### src/rtl/lbm_pkg.sv
// constants, state codes and field layout for the local bus address/data mux
// assumes nothing beyond a SystemVerilog compiler
package lbm_pkg;
   localparam int          AD_W      = 32;
   localparam int          LANES     = 4;
   localparam int          LANE_W    = 8;
   localparam int          ADDR_LSB  = 2;
   localparam int          CNT_W     = 2;
   localparam int          SYNC_W    = AD_W + 2;
   localparam logic [7:0]  LANE_FILL = 8'h00;
   localparam logic [31:0] AD_ZERO   = 32'h0000_0000;
   localparam logic [1:0]  CNT_ZERO  = 2'h0;
   localparam logic [1:0]  CNT_ONE   = 2'h1;

   // transfer-count code: 0 = one transfer ... 3 = four transfers
   typedef logic [CNT_W-1:0] lbm_cnt_t;

   typedef enum logic [4:0] {
      ST_IDLE = 5'h01,
      ST_ADDR = 5'h02,
      ST_DATA = 5'h04,
      ST_HOLD = 5'h08,
      ST_HALT = 5'h10
   } lbm_state_t;
endpackage

### src/rtl/lbm_sync.sv
// two-stage synchroniser for signals arriving from the pins
// assumes the inputs are levels that stay stable for several clocks
`timescale 1ns/1ps
module lbm_sync #(
   parameter int W = 1
) (
   input  wire logic         mclk_in,
   input  wire logic         rstn_in,
   input  wire logic [W-1:0] d_in,
   input  wire logic [W-1:0] rst_val_in,
   output logic      [W-1:0] q_out
);
   logic [W-1:0] stage1;
   logic [W-1:0] stage2;

   always_ff @(posedge mclk_in) begin
      if (!rstn_in) begin
         stage1 <= '0;
         stage2 <= '0;
      end else begin
         stage1 <= d_in;
         stage2 <= stage1;
      end
   end

   // reset value only shows while reset is low, never a register input
   assign q_out = rstn_in ? stage2 : rst_val_in;
endmodule

### src/rtl/lbm_ad_mux.sv
// multiplexed 32-bit local address/data lines with address strobe
// assumes a core-side request port on mclk_in and pins from memory
// Notes on behaviour
// RQ1: one 32-bit line set carries address and data
// RQ2: address cycle: word address bits 31:2
// RQ3: low two bits state transfer count
// RQ4: data sits on contiguous byte lanes
// RQ5: unused write lanes driven to zero
// RQ6: outside logic ignores count for DMA/translation
// RQ7: lines float while reset asserted
// RQ8: lines float during bus hold
// RQ9: lines keep driving while halted
// RQ10: inputs sampled synchronously as levels
// RQ11: code 00..11 means one to four transfers
// RQ12: halt shows bits 31:2 of last write data or address, bits 1:0 of address
// RQ13: strobe low for whole address cycle
// RQ14: lines released during read data cycles
`timescale 1ns/1ps
module lbm_ad_mux (
   input  wire logic                      mclk_in,
   input  wire logic                      rstn_in,
   input  wire logic                      req_valid_in,
   output logic                           req_ready_out,
   input  wire logic                      req_write_in,
   input  wire logic [lbm_pkg::AD_W-1:2]  req_addr_in,
   input  wire lbm_pkg::lbm_cnt_t         req_count_in,
   input  wire logic [lbm_pkg::AD_W-1:0]  wr_data_in,
   input  wire logic [lbm_pkg::LANES-1:0] wr_be_in,
   output logic                           wr_take_out,
   output logic [lbm_pkg::AD_W-1:0]       rd_data_out,
   output logic                           rd_valid_out,
   input  wire logic                      halt_in,
   input  wire logic                      hold_req_in,
   output logic                           hold_ack_out,
   input  wire logic                      ready_n_in,
   input  wire logic [lbm_pkg::AD_W-1:0]  local_addr_data_lines_in,
   output logic [lbm_pkg::AD_W-1:0]       local_addr_data_lines_out,
   output logic                           local_addr_data_lines_oe_out,
   output logic                           address_strobe_n_out
);
   import lbm_pkg::*;

   ////////////////////////////////////////////////////////////////////////////
   // pin synchronisers

   logic [SYNC_W-1:0] sync_q;
   logic [AD_W-1:0]   lines_s;
   logic              ready_s;
   logic              hold_s;

   lbm_sync #(
      .W (SYNC_W)
   ) u_sync (
      .mclk_in    (mclk_in),
      .rstn_in    (rstn_in),
      .d_in       ({hold_req_in, ready_n_in, local_addr_data_lines_in}),
      .rst_val_in ({1'b0, 1'b1, AD_ZERO}),
      .q_out      (sync_q)
   );

   assign lines_s = sync_q[AD_W-1:0]; // RQ10
   assign ready_s = !sync_q[AD_W];
   assign hold_s  = sync_q[AD_W+1];

   ////////////////////////////////////////////////////////////////////////////
   // write lane mask

   logic [AD_W-1:0] be_mask;
   logic [AD_W-1:0] wr_masked;

   genvar gi;
   generate
      for (gi = 0; gi < LANES; gi++) begin : g_lane
         assign be_mask[gi*LANE_W +: LANE_W]   = {LANE_W{wr_be_in[gi]}}; // RQ4
         assign wr_masked[gi*LANE_W +: LANE_W] = wr_be_in[gi] ?
                                                 wr_data_in[gi*LANE_W +: LANE_W] :
                                                 LANE_FILL; // RQ5
      end
   endgenerate

   ////////////////////////////////////////////////////////////////////////////
   // sequencer

   lbm_state_t      st;
   lbm_state_t      next_st;
   logic            is_write;
   logic            next_is_write;
   lbm_cnt_t        count;
   lbm_cnt_t        next_count;
   lbm_cnt_t        beat;
   lbm_cnt_t        next_beat;
   logic            last_write;
   logic            next_last_write;
   logic [AD_W-1:0] last_word;
   logic [AD_W-1:0] next_last_word;
   logic [AD_W-1:0] last_wdata;
   logic [AD_W-1:0] next_last_wdata;
   logic [AD_W-1:0] lad;
   logic [AD_W-1:0] next_lad;
   logic            lad_oe;
   logic            next_lad_oe;
   logic            ads_n;
   logic            next_ads_n;
   logic [AD_W-1:0] rd_data;
   logic [AD_W-1:0] next_rd_data;
   logic            rd_valid;
   logic            next_rd_valid;
   logic            take;

   assign req_ready_out = (st == ST_IDLE) && !hold_s && !halt_in;
   assign take          = (st == ST_DATA) && ready_s;
   assign wr_take_out   = take && is_write;

   always_comb begin
      next_st         = st;
      next_is_write   = is_write;
      next_count      = count;
      next_beat       = beat;
      next_last_write = last_write;
      next_last_word  = last_word;
      next_last_wdata = last_wdata;
      next_lad        = lad;
      next_lad_oe     = lad_oe;
      next_ads_n      = 1'b1;
      next_rd_data    = rd_data;
      next_rd_valid   = 1'b0;
      unique case (st)
         ST_IDLE: begin
            if (hold_s) begin
               next_st     = ST_HOLD;
               next_lad_oe = 1'b0; // RQ8
            end else if (halt_in) begin
               next_st     = ST_HALT;
               next_lad_oe = 1'b1; // RQ9
               next_lad    = {(last_write ? last_wdata[AD_W-1:ADDR_LSB] :
                               last_word[AD_W-1:ADDR_LSB]),
                              last_word[ADDR_LSB-1:0]}; // RQ12
            end else if (req_valid_in) begin
               next_st        = ST_ADDR;
               next_is_write  = req_write_in;
               next_count     = req_count_in; // RQ11
               next_beat      = CNT_ZERO;
               next_lad       = {req_addr_in, req_count_in}; // RQ1 RQ2 RQ3
               next_last_word = {req_addr_in, req_count_in};
               next_lad_oe    = 1'b1;
               next_ads_n     = 1'b0; // RQ13
            end else begin
               next_lad_oe = 1'b0;
            end
         end
         ST_ADDR: begin
            next_st         = ST_DATA;
            next_last_write = is_write;
            if (is_write) begin
               next_lad        = wr_masked; // RQ5
               next_last_wdata = wr_masked;
               next_lad_oe     = 1'b1;
            end else begin
               next_lad_oe = 1'b0; // RQ14
            end
         end
         ST_DATA: begin
            if (is_write) begin
               next_lad        = wr_masked; // RQ4
               next_last_wdata = lad;
            end else if (ready_s) begin
               next_rd_data  = lines_s; // RQ10
               next_rd_valid = 1'b1;
            end
            if (take) begin
               next_beat = beat + CNT_ONE;
               if (beat == count) begin
                  next_st     = ST_IDLE;
                  next_lad_oe = 1'b0;
               end
            end
         end
         ST_HOLD: begin
            next_lad_oe = 1'b0; // RQ8
            if (!hold_s) begin
               next_st = ST_IDLE;
            end
         end
         ST_HALT: begin
            if (!halt_in) begin
               next_st     = ST_IDLE;
               next_lad_oe = 1'b0;
            end
         end
         default: begin
            next_st     = ST_IDLE;
            next_lad_oe = 1'b0;
         end
      endcase
   end

   always_ff @(posedge mclk_in) begin
      if (!rstn_in) begin
         st         <= ST_IDLE;
         is_write   <= 1'b0;
         count      <= CNT_ZERO;
         beat       <= CNT_ZERO;
         last_write <= 1'b0;
         last_word  <= AD_ZERO;
         last_wdata <= AD_ZERO;
         lad        <= AD_ZERO;
         lad_oe     <= 1'b0; // RQ7
         ads_n      <= 1'b1;
         rd_data    <= AD_ZERO;
         rd_valid   <= 1'b0;
      end else begin
         st         <= next_st;
         is_write   <= next_is_write;
         count      <= next_count;
         beat       <= next_beat;
         last_write <= next_last_write;
         last_word  <= next_last_word;
         last_wdata <= next_last_wdata;
         lad        <= next_lad;
         lad_oe     <= next_lad_oe;
         ads_n      <= next_ads_n;
         rd_data    <= next_rd_data;
         rd_valid   <= next_rd_valid;
      end
   end

   assign local_addr_data_lines_out    = lad;
   assign local_addr_data_lines_oe_out = lad_oe;
   assign address_strobe_n_out         = ads_n;
   assign rd_data_out                  = rd_data;
   assign rd_valid_out                 = rd_valid;
   assign hold_ack_out                 = (st == ST_HOLD);

   ////////////////////////////////////////////////////////////////////////////
   // checks

   a_reset_float: assert property (@(posedge mclk_in) // RQ7
      !rstn_in |=> !local_addr_data_lines_oe_out)
      else $error("lines driven after reset edge");

   a_hold_float: assert property (@(posedge mclk_in) disable iff (!rstn_in) // RQ8
      hold_ack_out |-> !local_addr_data_lines_oe_out)
      else $error("lines driven during hold");

   a_addr_word: assert property (@(posedge mclk_in) disable iff (!rstn_in) // RQ2
      (req_valid_in && req_ready_out) |=>
         (!address_strobe_n_out && local_addr_data_lines_oe_out &&
          local_addr_data_lines_out[AD_W-1:ADDR_LSB] == $past(req_addr_in) &&
          local_addr_data_lines_out[ADDR_LSB-1:0] == $past(req_count_in)))
      else $error("address cycle content wrong");

   a_strobe_single: assert property (@(posedge mclk_in) disable iff (!rstn_in) // RQ13
      !address_strobe_n_out |-> (st == ST_ADDR) ##1 address_strobe_n_out)
      else $error("strobe not exactly one address cycle");

   a_read_release: assert property (@(posedge mclk_in) disable iff (!rstn_in) // RQ14
      (st == ST_DATA && !is_write) |-> !local_addr_data_lines_oe_out)
      else $error("lines driven in read data cycle");

   a_write_fill: assert property (@(posedge mclk_in) disable iff (!rstn_in) // RQ5
      (st == ST_DATA && is_write) |->
         (local_addr_data_lines_oe_out &&
          (local_addr_data_lines_out & ~$past(be_mask)) == AD_ZERO))
      else $error("unused write lane not zero");

   a_halt_steady: assert property (@(posedge mclk_in) disable iff (!rstn_in) // RQ9
      (st == ST_HALT && $past(st) == ST_HALT) |->
         (local_addr_data_lines_oe_out && $stable(local_addr_data_lines_out)))
      else $error("lines changed while halted");

   a_halt_addr: assert property (@(posedge mclk_in) disable iff (!rstn_in) // RQ12
      (st == ST_HALT && $past(st) == ST_IDLE) |->
         local_addr_data_lines_out[AD_W-1:ADDR_LSB] ==
            (last_write ? last_wdata[AD_W-1:ADDR_LSB] : last_word[AD_W-1:ADDR_LSB]))
      else $error("halt value wrong");

   a_beat_end: assert property (@(posedge mclk_in) disable iff (!rstn_in) // RQ11
      (take && beat == count) |=> (st == ST_IDLE && !local_addr_data_lines_oe_out))
      else $error("transfer count not honoured");
endmodule

### config.mk
export PLATFORM = sky130hd
export DESIGN_NAME = lbm_ad_mux
export DESIGN_NICKNAME = d
export VERILOG_FILES = /design/src/rtl/lbm_pkg.sv /design/src/rtl/lbm_sync.sv /design/src/rtl/lbm_ad_mux.sv
export SDC_FILE = /design/constraint.sdc
export NUM_CORES = 1
export LEC_CHECK = 0
export BUFFER_PORTS_ARGS = -buffer_cell sky130_fd_sc_hd__buf_2
export CORE_MARGIN = 5
export CORE_UTILIZATION = 50
export CTS_CLUSTER_SIZE = 10
export DETAILED_ROUTE_END_ITERATION = 16
export PLACE_DENSITY = 0.84
export SLEW_MARGIN = 20
export SYNTH_ARGS = -nofsm -noshare
export SYNTH_HDL_FRONTEND = slang
export SYNTH_HIERARCHICAL = 1
export SYNTH_SLANG_ARGS = --single-unit
### constraint.sdc
create_clock -name mclk_in -period 2.7 [get_ports mclk_in]
set_clock_uncertainty 0.15 [all_clocks]
set_input_delay 0 -clock mclk_in [delete_from_list [all_inputs] [get_ports mclk_in]]
set_output_delay 0 -clock mclk_in [all_outputs]
set_load 0.01 [all_outputs]
==> results.tsv <==
metric	value	unit
minimum setup slack after placement	338	ps
kind of cell adding the most delay to the critical path	buffers and inverters	
Yosys reg bits	206	
starting density of the core	51.2	%
hold endpoint	u_sync/stage1[4]	
core footprint	0.0174	mm^2
CTS root buffer	clkbuf_16	
Die X	143	um
RSZ-0062 raised after global routing	no	
Ports	177	
IR drop worst, VDD	495	uV
number of global-route vias before repair	8213	
WL final	25500	um
via count	8257	
CP Max Fanout	32	
Reg clk slew, reported paths	60	ps
final worst slack	174	ps
Max Buffers Root-to-Sink	3	
DRC	0	
initial antenna violation count	2	
Final nets	1381	
TNS Setup	0	ps
Antenna Nets Post-Route	0	
Cell Chain, Critical Path	nor3_4, buf_4, nand2_1, buf_4, a21oi_1, dlygate4sd3_1, o32ai_1	
Final Max Tran Viols	0	
Final Core Density	68.9	%
die height	143	um
WP data required	2960	ps
fmax	0.396	GHz
first-pass GRT wire length	40100	um
Rows	48	
Num Clock Sinks	206	
Placer Congestion	0.859	
top-area cell type share of the netlist area	46.4	%
arrival time worst endpoint	2780	ps
drt pass-1 iters	5	
mean area per synthesized cell	9.11	um^2
Yosys warnings	6	
mapped cell area	0.00889	mm^2
area delta synth->final	34.6	%
critical path type	register to register	
Reg2Reg Setup Slack	170	ps
max cap viols	0	
Crit path largest cell delay	590	ps
Register Area	0.00413	mm^2
Synth Instances	976	
share of cells above drive strength 1	25.9	%
status	complete, no violations	
grt total ovfl	0	
Hold Vio Cnt, Final	0	
count of final setup violators	0	
Multi-input gate area	0.00440	mm^2
GRT Util Overall	23.8	%
Worst Tran Pin Value	966	ps
Pleak	4.91	nW
CP endpoint kind	register	
CTS tree	done	
DRT iter0 DRCs	661	
WHS Path Cells	3	
CP max-delay cell	dlygate4sd3_1	
Critical Path Most Common Cell	buf_4	
final hold slack	88.4	ps
worst rel slew slack	35.5	%
Distinct cells, synth	50	
largest net degree at the start of global routing	195	
Post-synth ARST share	0	%
drt via density	5.49	
Filler cells	1280	
min Tclk post-route	2530	ps
leading cell type in the layout, fill and taps excluded	dfxtp_1	
Critical path buffers and inverters	3	
synth top area cells	dfxtp_1 (46%), a21oi_1 (7.3%), nand2_1 (5.7%)	
cell area power density	599	mW/mm^2
Worst Setup Start Kind	register	
Hold WC Path Type	input port to register	
period utilization	93.6	%
Worst-Skew Late Latency	500	ps
Port Buffers	176	
Reg-to-Reg End	local_addr_data_lines_out[0]	
detailed placement HPWL	14000	um
R2R depth	7	
most frequent cells in the layout	dfxtp_1 (205), buf_2 (175), dlygate4sd3_1 (142), nand2_1 (136), a21oi_1 (129)	
mean routed wirelength per cell	17.0	um
Die Area	0.0205	mm^2
Hold Startpoint	local_addr_data_lines_in[4]	
Top FF cell, synth	dfxtp_1	
EDFF count, synth	0	
r2r startpoint	st[0]	
sequential area share after synthesis	46.4	%
Synth area leader	dfxtp_1	
CTS Buf Count	24	
H-tree Lvls	1	
==> metrics by stage <==
step	cell area, um^2	power (mW)	cells
after floorplan	9010	3.93	1008
after detailed placement	9890	4.24	1331
after CTS	12000	7.18	1502
after global placement	9890	4.21	1331
final	12000	7.17	1504
after global routing	12000	7.45	1504
==> worst min-delay path, cell delays in order <==
cell and delay, ps:
dlygate4sd3_1 520, buf_2 90, and2_1 100
==> repair_timing <==
item / in CTS / in global routing
hold buffers: 142 / 0
buffers inserted: 0 / 0
gates resized for setup: 0 / 0
setup endpoints to repair: 0 / 0
hold endpoints to repair: 138 / 0
==> power breakdown <==
group          switching [mW]  internal (mW)  total [mW]
Sequential              0.101           3.19        3.29
Combinational           0.534          0.546        1.08
Clock                    1.16           1.63        2.79
==> layer usage <==
layer,wire [um],GRT usage [%],up-vias
li1,-,-,3984
met1,9720,27.7,3772
met2,12700,42.1,408
met3,2120,5.16,93
met4,970,10.4,0
met5,0,0,-
==> flip-flops by register name, summed over array words and instances (netlist names), 2 cells and up <==
signal	flops
last_word	31
u_sync/stage1	34
last_wdata	30
st	5
local_addr_data_lines_out	32
beat	2
rd_data_out	32
u_sync/stage2	34
==> area by class of cell <==
class,instances,share of cell area [%]
Tap cell,225,2.35
Sequential cell,206,34.5
Timing Repair Buffer,337,20.9
Antenna cell,2,0.0418
Clock buffer,29,5.36
Inverter,2,0.0628
Multi-Input combinational cell,703,36.8
==> kinds of logic after synthesis <==
kind of cell,synth area share (%)
AND/OR/NAND/NOR,17.6
AO/OA/AOI/OAI,21.2
flip-flops,46.4
buffers and inverters,5.60
multiplexers,8.76
XOR/XNOR,0.394
other,0.0845
==> Yosys cell counts, drive strengths merged, types with 3 or more instances <==
cell type  instances
a211oi            32
a21oi            129
and2              70
buf               44
clkbuf            53
dfxtp            206
mux2              34
mux2i             32
nand2            136
nand2b             3
nand3             34
nand4b             3
nor2              40
nor2b              4
nor3               5
o21ai             65
o221a             30
o22ai             30
xor2               3
==> worst max-delay path by stage <==
stage,from,cells after the start,end,slack (ps)
floorplan,u_sync/stage2[33],6,local_addr_data_lines_out[14],700
global placement,st[4],4,rd_data_out[2],390
detailed placement,st[0],4,rd_data_out[3],340
CTS,rstn_in,8,last_word[10],260
global route,rstn_in,8,last_word[11],70
finish,st[0],7,local_addr_data_lines_out[0],170
No activity file was read; power rests on OpenSTA's default activity.
